## src/core/npcs_pkg.sv

```systemverilog
// Purpose: shared constants for the NCO prescaler / PLL clock setup pair
// Assumes: byte-wide configuration link, 32-bit APB on the controller side
// Notes: device register offsets, reset values, fields and controller tables
package npcs_pkg;
  // device configuration registers (byte addresses on the link)
  localparam logic [7:0] NPCS_REG_SYS   = 8'h00;
  localparam logic [7:0] NPCS_REG_PSEQ  = 8'h08;
  localparam logic [7:0] NPCS_REG_PRST  = 8'h09;
  localparam logic [7:0] NPCS_REG_KVCO  = 8'h0a;
  localparam logic [7:0] NPCS_REG_NDIV  = 8'h0b;
  localparam logic [7:0] NPCS_REG_NSEQ  = 8'h0c;
  localparam logic [7:0] NPCS_REG_XBIAS = 8'h0d;
  // reset values
  localparam logic [7:0] NPCS_RST_SYS   = 8'h00;
  localparam logic [7:0] NPCS_RST_PSEQ  = 8'h00;
  localparam logic [7:0] NPCS_RST_PRST  = 8'h0a;
  localparam logic [7:0] NPCS_RST_KVCO  = 8'h22;
  localparam logic [7:0] NPCS_RST_NDIV  = 8'h00;
  localparam logic [7:0] NPCS_RST_NSEQ  = 8'h00;
  localparam logic [7:0] NPCS_RST_XBIAS = 8'h48;
  // writable-bit masks
  localparam logic [7:0] NPCS_MASK_SYS  = 8'h80;
  localparam logic [7:0] NPCS_MASK_KVCO = 8'hf7;
  localparam logic [7:0] NPCS_MASK_NDIV = 8'h7f;
  // field layout
  localparam int unsigned NPCS_AFE_BIT   = 7;
  localparam int unsigned NPCS_PDIV_W    = 5;
  localparam int unsigned NPCS_NDIV_W    = 7;
  localparam int unsigned NPCS_SEQ_W     = 8;
  localparam int unsigned NPCS_RATE_W    = 3;
  localparam int unsigned NPCS_PRATE_LSB = 5;
  localparam int unsigned NPCS_XTAL_LSB  = 6;
  localparam int unsigned NPCS_ICHP_LSB  = 4;
  // phase clock generator: four slots per cycle, phase 1 and phase 2 apart
  localparam logic [1:0] NPCS_PH1_SLOT = 2'h0;
  localparam logic [1:0] NPCS_PH2_SLOT = 2'h2;
  // controller APB registers
  localparam logic [7:0] NPCS_APB_CTRL  = 8'h00;
  localparam logic [7:0] NPCS_APB_CMD   = 8'h04;
  localparam logic [7:0] NPCS_APB_STAT  = 8'h08;
  localparam logic [7:0] NPCS_APB_USER0 = 8'h0c;
  localparam logic [7:0] NPCS_APB_USER1 = 8'h10;
  localparam int unsigned NPCS_CTRL_AFE_BIT = 2;
  localparam int unsigned NPCS_CMD_LOAD_BIT = 0;
  localparam int unsigned NPCS_CMD_READ_BIT = 1;
  localparam logic [1:0] NPCS_PROF_27M_8K  = 2'h0;
  localparam logic [1:0] NPCS_PROF_27M_16K = 2'h1;
  localparam logic [1:0] NPCS_PROF_24M_8K  = 2'h2;
  localparam logic [1:0] NPCS_PROF_USER    = 2'h3;
  localparam logic [2:0] NPCS_STEP_LAST = 3'h6;
  // per-profile bytes for 08h..0Dh, index 0 is 08h
  localparam logic [5:0][7:0] NPCS_TBL_27M_8K  = {8'hc2, 8'h04, 8'h15, 8'h31, 8'hef, 8'hda};
  localparam logic [5:0][7:0] NPCS_TBL_27M_16K = {8'hc4, 8'h1a, 8'h19, 8'h17, 8'he9, 8'ha4};
  localparam logic [5:0][7:0] NPCS_TBL_24M_8K  = {8'hc0, 8'h00, 8'h0f, 8'h11, 8'h0a, 8'h00};
  typedef enum logic [1:0] {NPCS_H_IDLE, NPCS_H_ISSUE, NPCS_H_WAIT} npcs_hstate_t;
endpackage

```

## src/core/npcs_if.sv

```systemverilog
// Purpose: byte configuration link between controller and clock setup device
// Assumes: both ends clocked by the same pclk
// Notes: a request is taken on a rising edge with req_valid and req_ready high
`timescale 1ns/10ps
interface npcs_if;
  logic       req_valid;
  logic       req_write;
  logic [7:0] req_addr;
  logic [7:0] req_wdata;
  logic       req_ready;
  logic       rsp_valid;
  logic [7:0] rsp_rdata;

  modport host (
    output req_valid,
    output req_write,
    output req_addr,
    output req_wdata,
    input  req_ready,
    input  rsp_valid,
    input  rsp_rdata
  );
  modport dev (
    input  req_valid,
    input  req_write,
    input  req_addr,
    input  req_wdata,
    output req_ready,
    output rsp_valid,
    output rsp_rdata
  );
endinterface // npcs_if

```

## src/core/npcs_device.sv

```systemverilog
// Purpose: clock setup device: config registers, prescaler NCO, feedback NCO,
//          analog enable and phase clock generator
// Assumes: pclk stands for the crystal clock; feedback NCO also counts pclk
// Notes: PLL divider settings take effect only when 0Dh is written
// Summary of operation
// [RL1] crystal clock feeds prescaler NCO, making PLL reference
// [RL2] prescaler gets pattern, reset rate and divisor
// [RL3] feedback NCO gets divisor, pattern, reset rate
// [RL4] host loads 27 MHz table bytes 08h-0Dh
// [RL5] host sends 24.576 MHz 8 kHz bytes only
// [RL6] analog front enable resets low, analog stays off
// [RL7] phase clock generator makes non-overlapping phases
// [RL8] writing 0Dh last makes new PLL settings active
// [RL9] reset rate zero ignores pattern, plain divisor
// [RL10] pattern bits stretch periods, restart at reset rate
`timescale 1ns/10ps
module npcs_nco #(
  parameter int unsigned W = 5
) (
  input  wire logic         pclk,
  input  wire logic         presetn,
  input  wire logic         run,
  input  wire logic [W-1:0] div,
  input  wire logic [7:0]   seq,
  input  wire logic [2:0]   rate,
  output logic              tick
);
  import npcs_pkg::*;
  logic [W:0] cnt_q;
  logic [2:0] idx_q;
  logic       tick_q;

  // divisor zero would make the reload underflow, so it acts as one
  wire [W:0] eff_div   = (div == '0) ? {{W{1'b0}}, 1'b1} : {1'b0, div};
  wire       seq_ign   = (rate == '0);                       // RL9
  wire       stretch   = ~seq_ign & seq[idx_q];              // RL10
  wire [W:0] reload    = eff_div + {{W{1'b0}}, stretch} - {{W{1'b0}}, 1'b1};
  wire       at_zero   = (cnt_q == '0);
  wire       wrap_idx  = seq_ign | (idx_q == rate);          // RL10
  wire [2:0] idx_d     = wrap_idx ? 3'h0 : idx_q + 3'h1;

  always_ff @(posedge pclk or negedge presetn)
  begin
    if (!presetn)
    begin
      cnt_q  <= '0;
      idx_q  <= '0;
      tick_q <= 1'b0;
    end
    else if (!run)
    begin
      cnt_q  <= '0;
      idx_q  <= '0;
      tick_q <= 1'b0;
    end
    else
    begin
      tick_q <= at_zero;
      if (at_zero)
      begin
        cnt_q <= reload;
        idx_q <= idx_d;
      end
      else
        cnt_q <= cnt_q - {{W{1'b0}}, 1'b1};
    end
  end

  assign tick = tick_q;
endmodule // npcs_nco

module npcs_device (
  input  wire logic pclk,
  input  wire logic presetn,
  npcs_if.dev       link,
  output logic      analog_front_enable,
  output logic      bandgap_enable,
  output logic      pll_power,
  output logic      pll_ref_tick,
  output logic      fb_tick,
  output logic      phase1,
  output logic      phase2,
  output logic [1:0] xtal_bias,
  output logic [3:0] charge_pump,
  output logic [2:0] vco_range
);
  import npcs_pkg::*;

  logic [7:0] sys_q;
  logic [7:0] pseq_q;
  logic [7:0] prst_q;
  logic [7:0] kvco_q;
  logic [7:0] ndiv_q;
  logic [7:0] nseq_q;
  logic [7:0] xbias_q;
  logic [7:0] act_pseq_q;
  logic [7:0] act_prst_q;
  logic [7:0] act_ndiv_q;
  logic [7:0] act_nseq_q;
  logic       commit_q;
  logic       rsp_valid_q;
  logic [7:0] rsp_rdata_q;
  logic [1:0] slot_q;
  logic       phase1_q;
  logic       phase2_q;

  function automatic logic [7:0] read_mux(input logic [7:0] a, input logic [7:0] s,
                                          input logic [7:0] ps, input logic [7:0] pr,
                                          input logic [7:0] kv, input logic [7:0] nd,
                                          input logic [7:0] ns, input logic [7:0] xb);
    case (a)
      NPCS_REG_SYS:   read_mux = s;
      NPCS_REG_PSEQ:  read_mux = ps;
      NPCS_REG_PRST:  read_mux = pr;
      NPCS_REG_KVCO:  read_mux = kv;
      NPCS_REG_NDIV:  read_mux = nd;
      NPCS_REG_NSEQ:  read_mux = ns;
      NPCS_REG_XBIAS: read_mux = xb;
      default:        read_mux = 8'h00;
    endcase
  endfunction

  // the device never stalls the link
  assign link.req_ready = 1'b1;

  wire       take     = link.req_valid & link.req_ready;
  wire       wr       = take & link.req_write;
  wire       rd       = take & ~link.req_write;
  wire       wr_sys   = wr & (link.req_addr == NPCS_REG_SYS);
  wire       wr_pseq  = wr & (link.req_addr == NPCS_REG_PSEQ);     // RL2
  wire       wr_prst  = wr & (link.req_addr == NPCS_REG_PRST);     // RL2
  wire       wr_kvco  = wr & (link.req_addr == NPCS_REG_KVCO);
  wire       wr_ndiv  = wr & (link.req_addr == NPCS_REG_NDIV);     // RL3
  wire       wr_nseq  = wr & (link.req_addr == NPCS_REG_NSEQ);     // RL3
  wire       wr_xbias = wr & (link.req_addr == NPCS_REG_XBIAS);    // RL3
  wire [7:0] rd_data  = read_mux(link.req_addr, sys_q, pseq_q, prst_q, kvco_q,
                                 ndiv_q, nseq_q, xbias_q);

  always_ff @(posedge pclk or negedge presetn)
  begin
    if (!presetn)
    begin
      sys_q   <= NPCS_RST_SYS;                                     // RL6
      pseq_q  <= NPCS_RST_PSEQ;
      prst_q  <= NPCS_RST_PRST;
      kvco_q  <= NPCS_RST_KVCO;
      ndiv_q  <= NPCS_RST_NDIV;
      nseq_q  <= NPCS_RST_NSEQ;
      xbias_q <= NPCS_RST_XBIAS;
    end
    else
    begin
      if (wr_sys)
        sys_q <= link.req_wdata & NPCS_MASK_SYS;
      if (wr_pseq)
        pseq_q <= link.req_wdata;
      if (wr_prst)
        prst_q <= link.req_wdata;
      // reserved bit 3 must stay zero, so it is not stored
      if (wr_kvco)
        kvco_q <= link.req_wdata & NPCS_MASK_KVCO;
      if (wr_ndiv)
        ndiv_q <= link.req_wdata & NPCS_MASK_NDIV;
      if (wr_nseq)
        nseq_q <= link.req_wdata;
      if (wr_xbias)
        xbias_q <= link.req_wdata;
    end
  end

  // the NCOs run from copies loaded at the 0Dh write, so a half-written set
  // never reaches the dividers; the 0Dh write data itself is xbias_q
  always_ff @(posedge pclk or negedge presetn)
  begin
    if (!presetn)
    begin
      act_pseq_q <= NPCS_RST_PSEQ;
      act_prst_q <= NPCS_RST_PRST;
      act_ndiv_q <= NPCS_RST_NDIV;
      act_nseq_q <= NPCS_RST_NSEQ;
      commit_q   <= 1'b0;
    end
    else
    begin
      commit_q <= wr_xbias;                                        // RL8
      if (wr_xbias)
      begin
        act_pseq_q <= pseq_q;                                      // RL8
        act_prst_q <= prst_q;
        act_ndiv_q <= ndiv_q;
        act_nseq_q <= nseq_q;
      end
    end
  end

  always_ff @(posedge pclk or negedge presetn)
  begin
    if (!presetn)
    begin
      rsp_valid_q <= 1'b0;
      rsp_rdata_q <= 8'h00;
    end
    else
    begin
      rsp_valid_q <= take;
      if (rd)
        rsp_rdata_q <= rd_data;
    end
  end

  assign link.rsp_valid = rsp_valid_q;
  assign link.rsp_rdata = rsp_rdata_q;

  // analog and PLL stay off until software sets the enable; a commit holds the
  // NCOs for one cycle so both restart their patterns together
  wire afe_on  = sys_q[NPCS_AFE_BIT];                              // RL6
  wire nco_run = afe_on & ~commit_q;

  npcs_nco #(.W(NPCS_PDIV_W)) u_prescale (                        // RL1
    .pclk    (pclk),
    .presetn (presetn),
    .run     (nco_run),
    .div     (act_prst_q[NPCS_PDIV_W-1:0]),
    .seq     (act_pseq_q),
    .rate    (act_prst_q[NPCS_PRATE_LSB +: NPCS_RATE_W]),
    .tick    (pll_ref_tick)
  );

  npcs_nco #(.W(NPCS_NDIV_W)) u_feedback (                        // RL3
    .pclk    (pclk),
    .presetn (presetn),
    .run     (nco_run),
    .div     (act_ndiv_q[NPCS_NDIV_W-1:0]),
    .seq     (act_nseq_q),
    .rate    (xbias_q[NPCS_RATE_W-1:0]),
    .tick    (fb_tick)
  );

  // phase clock generator: four slots per input tick group, phase 1 and
  // phase 2 are each one slot wide with an idle slot between, so they can
  // never overlap; input rate follows the sample rate through the feedback NCO
  always_ff @(posedge pclk or negedge presetn)
  begin
    if (!presetn)
    begin
      slot_q   <= 2'h0;
      phase1_q <= 1'b0;
      phase2_q <= 1'b0;
    end
    else if (!afe_on)
    begin
      slot_q   <= 2'h0;
      phase1_q <= 1'b0;
      phase2_q <= 1'b0;
    end
    else if (fb_tick)
    begin
      slot_q   <= slot_q + 2'h1;                                   // RL7
      phase1_q <= (slot_q == NPCS_PH1_SLOT);                       // RL7
      phase2_q <= (slot_q == NPCS_PH2_SLOT);                       // RL7
    end
  end

  assign phase1              = phase1_q;
  assign phase2              = phase2_q;
  assign analog_front_enable = afe_on;
  assign bandgap_enable      = afe_on;                             // RL6
  assign pll_power           = afe_on;                             // RL6
  assign xtal_bias           = xbias_q[NPCS_XTAL_LSB +: 2];
  assign charge_pump         = kvco_q[NPCS_ICHP_LSB +: 4];
  assign vco_range           = kvco_q[2:0];
endmodule // npcs_device

```

## src/flat_wrapper.sv

```systemverilog
// flat-port wrapper written by rule: the top's interface ports become plain ports
module npcs_device_flat import npcs_pkg::*;
  (pclk, presetn, analog_front_enable, bandgap_enable, pll_power, pll_ref_tick, fb_tick, phase1, phase2, xtal_bias, charge_pump, vco_range, link_req_valid, link_req_write, link_req_addr, link_req_wdata, link_req_ready, link_rsp_valid, link_rsp_rdata);
  npcs_if link_i ();
  input  wire logic pclk;
  input  wire logic presetn;
  output logic analog_front_enable;
  output logic bandgap_enable;
  output logic pll_power;
  output logic pll_ref_tick;
  output logic fb_tick;
  output logic phase1;
  output logic phase2;
  output logic [1:0] xtal_bias;
  output logic [3:0] charge_pump;
  output logic [2:0] vco_range;
  input wire logic [$bits(link_i.req_valid)-1:0] link_req_valid;
  input wire logic [$bits(link_i.req_write)-1:0] link_req_write;
  input wire logic [$bits(link_i.req_addr)-1:0] link_req_addr;
  input wire logic [$bits(link_i.req_wdata)-1:0] link_req_wdata;
  output wire logic [$bits(link_i.req_ready)-1:0] link_req_ready;
  output wire logic [$bits(link_i.rsp_valid)-1:0] link_rsp_valid;
  output wire logic [$bits(link_i.rsp_rdata)-1:0] link_rsp_rdata;
  assign link_i.req_valid = link_req_valid;
  assign link_i.req_write = link_req_write;
  assign link_i.req_addr = link_req_addr;
  assign link_i.req_wdata = link_req_wdata;
  assign link_req_ready = link_i.req_ready;
  assign link_rsp_valid = link_i.rsp_valid;
  assign link_rsp_rdata = link_i.rsp_rdata;
  npcs_device u_core (.pclk(pclk), .presetn(presetn), .link(link_i), .analog_front_enable(analog_front_enable), .bandgap_enable(bandgap_enable), .pll_power(pll_power), .pll_ref_tick(pll_ref_tick), .fb_tick(fb_tick), .phase1(phase1), .phase2(phase2), .xtal_bias(xtal_bias), .charge_pump(charge_pump), .vco_range(vco_range));
endmodule
```

## config.mk

```make
export PLATFORM = sky130hd
export DESIGN_NAME = npcs_device_flat
export DESIGN_NICKNAME = d
export VERILOG_FILES = /design/src/core/npcs_pkg.sv /design/src/core/npcs_if.sv /design/src/core/npcs_device.sv /design/src/flat_wrapper.sv
export SDC_FILE = /design/constraint.sdc
export NUM_CORES = 1
export LEC_CHECK = 0
export ABC_AREA = 1
export ABC_CLOCK_PERIOD_IN_PS = 2000
export BUFFER_PORTS_ARGS = -buffer_cell sky130_fd_sc_hd__buf_2
export CAP_MARGIN = 20
export CORE_ASPECT_RATIO = 1.4
export CORE_MARGIN = 4
export CORE_UTILIZATION = 60
export DETAILED_ROUTE_END_ITERATION = 16
export HOLD_SLACK_MARGIN = 0.05
export PLACE_DENSITY = 0.77
export SYNTH_ARGS = -nofsm -noshare
export SYNTH_HDL_FRONTEND = slang
export SYNTH_SLANG_ARGS = --single-unit
```

## constraint.sdc

```tcl
create_clock -name pclk -period 2 [get_ports pclk]
set_clock_uncertainty 0.05 [all_clocks]
set_input_delay 0.6 -clock pclk [delete_from_list [all_inputs] [get_ports pclk]]
set_output_delay 0.6 -clock pclk [all_outputs]
set_load 0.03 [all_outputs]
```

==> results of run 1 <==
-- cells in the mapped netlist --
master and number:
xnor2_1 6, buf_4 9, or2_2 2, nand4_1 4
a31oi_1 1, inv_1 93, buf_6 1, nor2_4 2
o22ai_1 8, o21ai_0 80, nor3_2 1, nand2_1 177
buf_2 9, a21oi_1 15, o21a_1 5, nand3b_1 1
a211oi_1 1, conb_1 1, o31ai_1 2, nor3_1 4
xor2_1 7, ha_1 11, nor4_4 1, nor2_1 31
dfstp_2 8, clkbuf_1 6, dfrtp_1 106, nor2_2 4
nand3_2 2, nand2_2 1, nand3_1 83, o21ai_1 15
-- sequential cells by signal (all words and copies together), names as in the netlist, 2 cells and up --
register,count
u_core.u_prescale.cnt_q,6
u_core.prst_q,8
u_core.act_ndiv_q,7
u_core.link.rsp_rdata,8
u_core.xbias_q,8
u_core.act_prst_q,8
u_core.act_nseq_q,8
u_core.pseq_q,8
u_core.u_feedback.cnt_q,8
u_core.nseq_q,8
u_core.u_feedback.idx_q,3
u_core.u_prescale.idx_q,3
u_core.ndiv_q,7
u_core.slot_q,2
u_core.act_pseq_q,8
u_core.kvco_q,7
-- worst min path at each step --
stage / startpoint / to / slack (ns) / cells past startpoint
after floorplan: presetn / u_core.act_ndiv_q[0] / 0.25 / 0
after global placement: u_core.u_prescale.cnt_q[0] / u_core.u_prescale.cnt_q[0] / 0.40 / 1
after detailed placement: u_core.u_feedback.cnt_q[0] / u_core.u_feedback.cnt_q[0] / 0.41 / 1
after CTS: presetn / u_core.u_prescale.cnt_q[5] / 0.07 / 1
after global routing: presetn / u_core.u_prescale.cnt_q[1] / 0.09 / 1
final: presetn / u_core.u_prescale.cnt_q[1] / 0.07 / 1
-- routing by layer --
metal  track usage (%)  share of wire [%]  wire [um]  up-vias
li1                  -                  -          -     2357
met1              29.8                 40       5390     2238
met2              45.4                 51       6960      186
met3              5.58                5.4        734       41
met4              13.8                3.4        459        0
met5                 0                  0          0        -
-- stage by stage --
| step | area (sq um) | util [%] | power (W) |
|---|---|---|---|
| after floorplan | 5650 | - | 0.00281 |
| after global placement | 6010 | 66.2 | 0.00300 |
| after detailed placement | 6010 | 66.2 | 0.00301 |
| after CTS | 6590 | 72.6 | 0.00592 |
| after global routing | 6600 | 72.7 | 0.00612 |
| final | 6600 | 72.7 | 0.00590 |
-- layout make-up --
type	count	share of cell area (%)
flip-flops and latches	114	43.4
multi-input cells	465	34.8
clock buffers	21	7.13
repair buffers	58	5.72
inverters	93	5.29
well taps	107	2.03
clock inverters	11	1.67
-- cell families (layout without fill, tap and decap cells) --
logic type	after synthesis	count (layout)	synth area share (%)
adder cells (fa/ha/maj)	11	11	2.44
AO/OA/AOI/OAI	127	127	11.8
flip-flops	114	114	50.7
XOR/XNOR	13	13	2.02
buffers and inverters	118	183	8.77
AND/OR/NAND/NOR	313	313	24.2
other	1	1	0.0664
-- worst reg2reg max path: stages, from the launching register on --
cell and delay, ns:
dfrtp_2 0.45, inv_2 0.12, a21oi_1 0.08, o21ai_0 0.09
nand3_1 0.13, nand3_1 0.12, ha_2 0.22, nand3_1 0.15
o21ai_1 0.16, nand3_1 0.08, nand2_1 0.08, nor2_1 0.04
-- power by group --
group	switching (W)	internal, W
Sequential	0.0000657	0.00240
Combinational	0.000352	0.000169
Clock	0.00101	0.00191
Total	0.00143	0.00448
-- timing repair --
action	4_1_cts	5_1_grt
gates cloned	0	0
buffers inserted	0	0
hold endpoints to repair	0	0
setup endpoints to repair	1	8
resized for setup	1	6
-- cell usage in the layout (no fill, tap or decap), types with 3 or more instances in the layout --
master / netlist / final
nand2_1: 177 / 177
dfrtp_1: 106 / 104
inv_1: 93 / 92
nand3_1: 83 / 83
o21ai_0: 80 / 79
buf_2: 9 / 43
nor2_1: 31 / 29
clkbuf_16: 0 / 17
o21ai_1: 15 / 16
a21oi_1: 15 / 15
buf_4: 9 / 11
ha_1: 11 / 10
o22ai_1: 8 / 8
dfstp_2: 8 / 8
xor2_1: 7 / 7
clkinv_2: 0 / 7
xnor2_1: 6 / 6
nor2_2: 4 / 6
o21a_1: 5 / 5
nand4_1: 4 / 4
nor3_1: 4 / 4
buf_12: 0 / 4
clkbuf_8: 0 / 3
==> insert_results.sql, run 1 <==
INSERT INTO impl_metrics (metric_group, metric, value, unit) VALUES
('clocking', 'htree_levels', '4', ''),
('global_route', 'antenna_violations_before_repair', '0', ''),
('synth', 'synth_cell_type_count', '32', ''),
('sta', 'worst-slew-pin-transition', '0.538', 'ns'),
('cells_and_area', 'final_cells', '869', ''),
('sta', 'fin_crit_sh', '93.8', '%'),
('power_and_ir_drop', 'peakVddDrop', '0.788', 'mV'),
('setup_path', 'timing.critical_path.from_type', 'flip-flop', ''),
('route', 'drtAntennaViolNets', '0', ''),
('power_and_ir_drop', 'power.density', '894', 'nW/um^2'),
('placement', 'post-place-ws', '0.0267', 'ns'),
('status', 'run_status', 'finished, final reports clean', ''),
('setup_path', 'critical_path.reg2reg.startpoint', 'u_core.u_feedback.idx_q[0]', ''),
('setup_path', 'setup.worst_path.class', 'reg2reg', ''),
('cells_and_area', 'multi_input_area', '2300', 'sq um'),
('synth', 'synth_warnings', '0', ''),
('setup_path', 'r2r_setup_slack', '0.12', 'ns'),
('synth', 'syn_nets', '728', ''),
('sta', 'rsz0062_at_grt', 'no', ''),
('route', 'remaining_drc_errors', '0', ''),
('synth', 'synth-seq-area-share', '50.7', '%'),
('cells_and_area', 'syn2layout_area_growth', '16.9', '%'),
('synth', 'avgSynthCellArea', '8.10', 'sq um'),
('sta', 'final_critical_path_setup_slack', '0.124', 'ns'),
('synth', 'synthDominantAreaCellType', 'dfrtp_1', ''),
('sta', 'slew_viol_final', '0', ''),
('synth', 'top_cell_type_s_share_of_synthesized_area', '47.0', '%'),
('setup_path', 'worstSetupEndpoint', 'u_core.u_feedback.cnt_q[5]', ''),
('route', 'vias_per_cell', '5.55', ''),
('setup_path', 'r2r.worst_path.cells', '11', ''),
('clocking', 'numClockSinks', '114', ''),
('setup_path', 'critPathSlowestCell', 'dfrtp_2', ''),
('setup_path', 'end_kind', 'flip-flop', ''),
('clocking', 'numCtsBuffers', '17', ''),
('sta', 'report.final.setup_viol', '0', ''),
('route', 'drt_pre_antenna_iters', '5', ''),
('setup_path', 'worst_ep_required_time', '2.24', 'ns'),
('cells_and_area', 'area.sequential', '2870', 'sq um'),
('placement', 'placement.io_buffers', '44', ''),
('floorplanning', 'die_h', '123', 'um'),
('setup_path', 'worst_path_largest_cell_delay', '0.45', 'ns'),
('setup_path', 'cp_num_cells', '11', ''),
('route', 'detail_route.wirelength', '13.5', 'mm'),
('route', 'initialDrtViolationCount', '347', ''),
('clocking', 'cts_tree', 'yes', ''),
('route', 'average_wire_per_standard_cell', '15.6', 'um'),
('cells_and_area', 'n_antenna_cell', '0', ''),
('floorplanning', 'core_region_area', '9080', 'sq um'),
('setup_path', 'worstPathBufferInverterCount', '1', ''),
('sta', 'count_of_endpoints_failing_hold_in_the_final_timing_report', '0', ''),
('setup_path', 'critPathMostFrequentCell', 'nand3_1', ''),
('floorplanning', 'design.die.area', '11000', 'sq um'),
('cells_and_area', 'total_of_fill_cells_in_the_finished_design', '681', ''),
('clocking', 'clk_pin_slew_worst_setup_hold_paths', '0.05', 'ns'),
('sta', 'fin_worst_hold_slack', '0.0690', 'ns'),
('setup_path', 'critical_path.startpoint', 'u_core.u_feedback.idx_q[0]', ''),
('setup_path', 'list_of_cells_traversed_by_the_critical_path', 'inv_2 -> a21oi_1 -> o21ai_0 -> nand3_1 -> nand3_1 -> ha_2 -> nand3_1 -> o21ai_1 -> nand3_1 -> nand2_1 -> nor2_1', ''),
('global_route', 'globalRoute.totalOverflow', '0', ''),
('synth', 'number_of_instances_in_the_synthesized_netlist', '697', ''),
('clocking', 'cts_hold_buf', '0', ''),
('global_route', 'track_usage', '25.9', '%'),
('global_route', 'first_global_vias', '4741', ''),
('sta', 'fin_tns_setup', '0', 'ns'),
('synth', 'postSynthRegisterBits', '114', ''),
('sta', 'headroom_to_the_max_slew_limit', '64.0', '%'),
('clocking', 'cts_root_buffer', 'clkbuf_16', ''),
('min_path', 'hold_class', 'in2async', ''),
('synth', 'synth_area', '5650', 'sq um'),
('setup_path', 'r2r_end', 'u_core.u_feedback.cnt_q[5]', ''),
('global_route', 'first_pass_grt_wire_length', '22.4', 'mm'),
('global_route', 'grt_max_degree', '74', '');
Note: power is estimated with default switching activity, not from simulation.
==> run 2, diff against run 1 <==
--- a/config.mk
+++ b/config.mk
@@ -7,14 +7,14 @@
 export LEC_CHECK = 0
 export ABC_AREA = 1
 export ABC_CLOCK_PERIOD_IN_PS = 2000
-export BUFFER_PORTS_ARGS = -buffer_cell sky130_fd_sc_hd__buf_2
 export CAP_MARGIN = 20
 export CORE_ASPECT_RATIO = 1.4
 export CORE_MARGIN = 4
 export CORE_UTILIZATION = 60
 export DETAILED_ROUTE_END_ITERATION = 16
+export DONT_BUFFER_PORTS = 1
 export HOLD_SLACK_MARGIN = 0.05
-export PLACE_DENSITY = 0.77
+export PLACE_DENSITY = 0.73
 export SYNTH_ARGS = -nofsm -noshare
 export SYNTH_HDL_FRONTEND = slang
 export SYNTH_SLANG_ARGS = --single-unit
==> insert_results.sql, run 2 (synthesized netlist as in run 1, its figures left out) <==
INSERT INTO impl_metrics (metric_group, metric, value, unit) VALUES
('status', 'run_status', 'finished, violations left', ''),
('status', 'failed_checks', 'hold timing', ''),
('power_and_ir_drop', 'power.density', '890', 'nW/um^2'),
('run', 'cap_viol_max_count', '0', ''),
('sta', 'slew_viol_final', '0', ''),
('clocking', 'cts_root_buffer', 'clkbuf_16', ''),
('setup_path', 'r2r.worst_path.cells', '11', ''),
('power_and_ir_drop', 'pwr-share-comb', '7.2', '%'),
('route', 'detail_route.wirelength', '13.0', 'mm'),
('cells_and_area', 'final_nets', '731', ''),
('clocking', 'post-cts-setup-buffer-count', '0', ''),
('floorplanning', 'floorplan.rows', '41', ''),
('cells_and_area', 'postLayoutCellArea', '6270', 'sq um'),
('route', 'drtAntennaViolNets', '0', ''),
('global_route', 'track_usage', '25.0', '%'),
('cells_and_area', 'final_cells', '820', ''),
('placement', 'gp_congestion', '0.942', ''),
('sta', 'timing.fmax', '556', 'MHz'),
('cells_and_area', 'n_antenna_cell', '0', ''),
('placement', 'dp_cells', '788', ''),
('route', 'vias', '4577', ''),
('floorplanning', 'design.die.area', '11000', 'sq um'),
('global_route', 'top_usage_layer', 'met2', ''),
('global_route', 'globalRouteMet2Util', '43.0', '%'),
('setup_path', 'end_kind', 'flip-flop', ''),
('route', 'average_wire_per_standard_cell', '15.9', 'um'),
('power_and_ir_drop', 'power.share.sequential', '44.4', '%'),
('setup_path', 'worst_ep_required_time', '2.25', 'ns'),
('route', 'drt_pre_antenna_iters', '6', ''),
('floorplanning', 'start_util', '62.2', '%'),
('sta', 'report.final.setup_viol', '0', ''),
('power_and_ir_drop', 'total_leakage_power', '3.15', 'nW'),
('global_route', 'met1_demand_to_capacity_share_in_global_routing', '30.3', '%'),
('sta', 'fin_crit_sh', '89.9', '%'),
('route', 'remaining_drc_errors', '0', ''),
('global_route', 'antenna_violations_before_repair', '0', ''),
('route', 'initialDrtViolationCount', '318', ''),
('power_and_ir_drop', 'power_switching_share', '26.3', '%'),
('setup_path', 'timing.critical_path.fanout_max', '4', ''),
('cells_and_area', 'syn2layout_area_growth', '11.0', '%'),
('setup_path', 'r2r_setup_slack', '0.20', 'ns'),
('sta', 'worst-slew-pin-transition', '0.534', 'ns'),
('power_and_ir_drop', 'clock_share_of_power', '48.4', '%'),
('setup_path', 'timing.critical_path.from_type', 'flip-flop', ''),
('placement', 'placement.io_buffers', '0', ''),
('setup_path', 'critical_path_data_arrival_time', '2.05', 'ns'),
('placement', 'dp.final_hpwl', '9.09', 'mm'),
('power_and_ir_drop', 'power_internal', '0.00411', 'W'),
('sta', 'fin_worst_hold_slack', '-0.170', 'ns'),
('setup_path', 'setup.worst_path.class', 'reg2reg', ''),
('clocking', 'numCtsBuffers', '17', ''),
('placement', 'post-place-ws', '0.0618', 'ns'),
('setup_path', 'critical_path.reg2reg.startpoint', 'u_core.act_ndiv_q[3]', ''),
('route', 'vias_per_cell', '5.58', ''),
('sta', 'final_critical_path_setup_slack', '0.202', 'ns'),
('clocking', 'max-clock-path-buffers', '2', ''),
('sta', 'count_of_endpoints_failing_hold_in_the_final_timing_report', '106', ''),
('clocking', 'clk_pin_slew_worst_setup_hold_paths', '0.05', 'ns'),
('floorplanning', 'i_o_pin_count', '46', ''),
('power_and_ir_drop', 'total_power', '0.00558', 'W'),
('min_path', 'hold_class', 'in2async', ''),
('clocking', 'insertion_delay', '0.41', 'ns'),
('floorplanning', 'die_w', '90.0', 'um'),
('cells_and_area', 'most-common-layout-cells', 'nand2_1, dfrtp_1, inv_1, nand3_1, o21ai_0', ''),
('placement', 'placed_standard_cell_area', '5730', 'sq um'),
('floorplanning', 'die_h', '123', 'um'),
('power_and_ir_drop', 'power.net_switching', '0.00147', 'W'),
('sta', 'rsz0062_at_grt', 'no', ''),
('global_route', 'globalRoute.totalOverflow', '0', ''),
('cells_and_area', 'drive_above_1_share', '9.26', '%'),
('global_route', 'first_global_vias', '4472', ''),
('setup_path', 'critical_path.startpoint', 'u_core.act_ndiv_q[3]', ''),
('floorplanning', 'core_region_area', '9080', 'sq um'),
('sta', 'period_minus_slack', '1.80', 'ns'),
('global_route', 'first_pass_grt_wire_length', '21.5', 'mm'),
('cells_and_area', 'final_common_cell', 'nand2_1', ''),
('sta', 'headroom_to_the_max_slew_limit', '64.3', '%'),
('global_route', 'grt_max_degree', '115', ''),
('setup_path', 'r2r_end', 'u_core.u_feedback.cnt_q[6]', ''),
('power_and_ir_drop', 'peakVddDrop', '0.720', 'mV'),
('clocking', 'cts_tree', 'yes', ''),
('sta', 'fin_tns_setup', '0', 'ns'),
('clocking', 'htree_levels', '4', ''),
('global_route', 'global_route.usage.met3', '5.46', '%'),
('clocking', 'numClockSinks', '114', '');
[run 2: cell count changes in the layout (fill, tap and decap cells not counted), sizes merged]
cell,delta
inv,+3
clkbuf,-4
clkinv,+1
buf,-49
clkinvlp,+2
bufinv,-2
[run 2: per-stage QoR]
step | hold slack (ns) | util, %
CTS | -0.184 | 69.0
floorplan | 0.254 | -
finish | -0.170 | 69.0
detailed placement | 0.258 | 63.1
global route | -0.188 | 69.0
global placement | 0.258 | 63.1
[run 2: power by group through the flow]
| stage | clock [W] | sequential, W | combinational, W |
|---|---|---|---|
| 2_1_floorplan | 0 | 0.00249 | 0.000313 |
| 3_3_place_gp | 0 | 0.00252 | 0.000390 |
| 3_5_place_dp | 0 | 0.00252 | 0.000398 |
| 4_1_cts | 0.00273 | 0.00248 | 0.000403 |
| 5_1_grt | 0.00286 | 0.00249 | 0.000458 |
| 6_report | 0.00270 | 0.00248 | 0.000402 |
[run 2: layout make-up]
| class | count | area (sq um) |
|---|---|---|
| Multi-Input combinational cell | 465 | 2290 |
| Sequential cell | 114 | 2870 |
| Tap cell | 107 | 134 |
| Clock buffer | 17 | 425 |
| Clock inverter | 15 | 111 |
| Timing Repair Buffer | 9 | 92.6 |
| Inverter | 93 | 349 |
| Fill cell | 760 | 2810 |
[run 2: worst max path at each step]
| stage | to | slack (ns) | depth (start not counted) |
|---|---|---|---|
| after floorplan | u_core.prst_q[7] | 0.31 | 7 |
| after global placement | u_core.u_feedback.cnt_q[5] | 0.12 | 10 |
| after detailed placement | u_core.u_feedback.cnt_q[5] | 0.06 | 10 |
| after CTS | u_core.u_feedback.cnt_q[5] | 0.04 | 10 |
| after global routing | u_core.u_prescale.idx_q[0] | 0.02 | 6 |
| final | u_core.u_feedback.cnt_q[6] | 0.20 | 11 |
[run 2: what timing repair did]
| action | CTS | global route |
|---|---|---|
| gates resized for setup | 0 | 5 |
| setup endpoints to repair | 0 | 5 |
| endpoints found under the hold margin | 114 | 114 |
[run 2: layer usage]
metal  wire, um  share of wire [%]
met2       6550                 50
met4        332                2.5
met5          0                  0
met1       5400                 41
met3        741                5.7
[run 2: worst max-delay path: stages, from the launching register on]
cell and delay, ns:
dfrtp_1 0.40, nor2_1 0.19, nand3_1 0.11, o31ai_1 0.20, inv_1 0.07, ha_2 0.21
nand2_1 0.10, nor2_1 0.07, nand2_1 0.05, nand2_1 0.06, a21oi_1 0.12, nor2_1 0.06
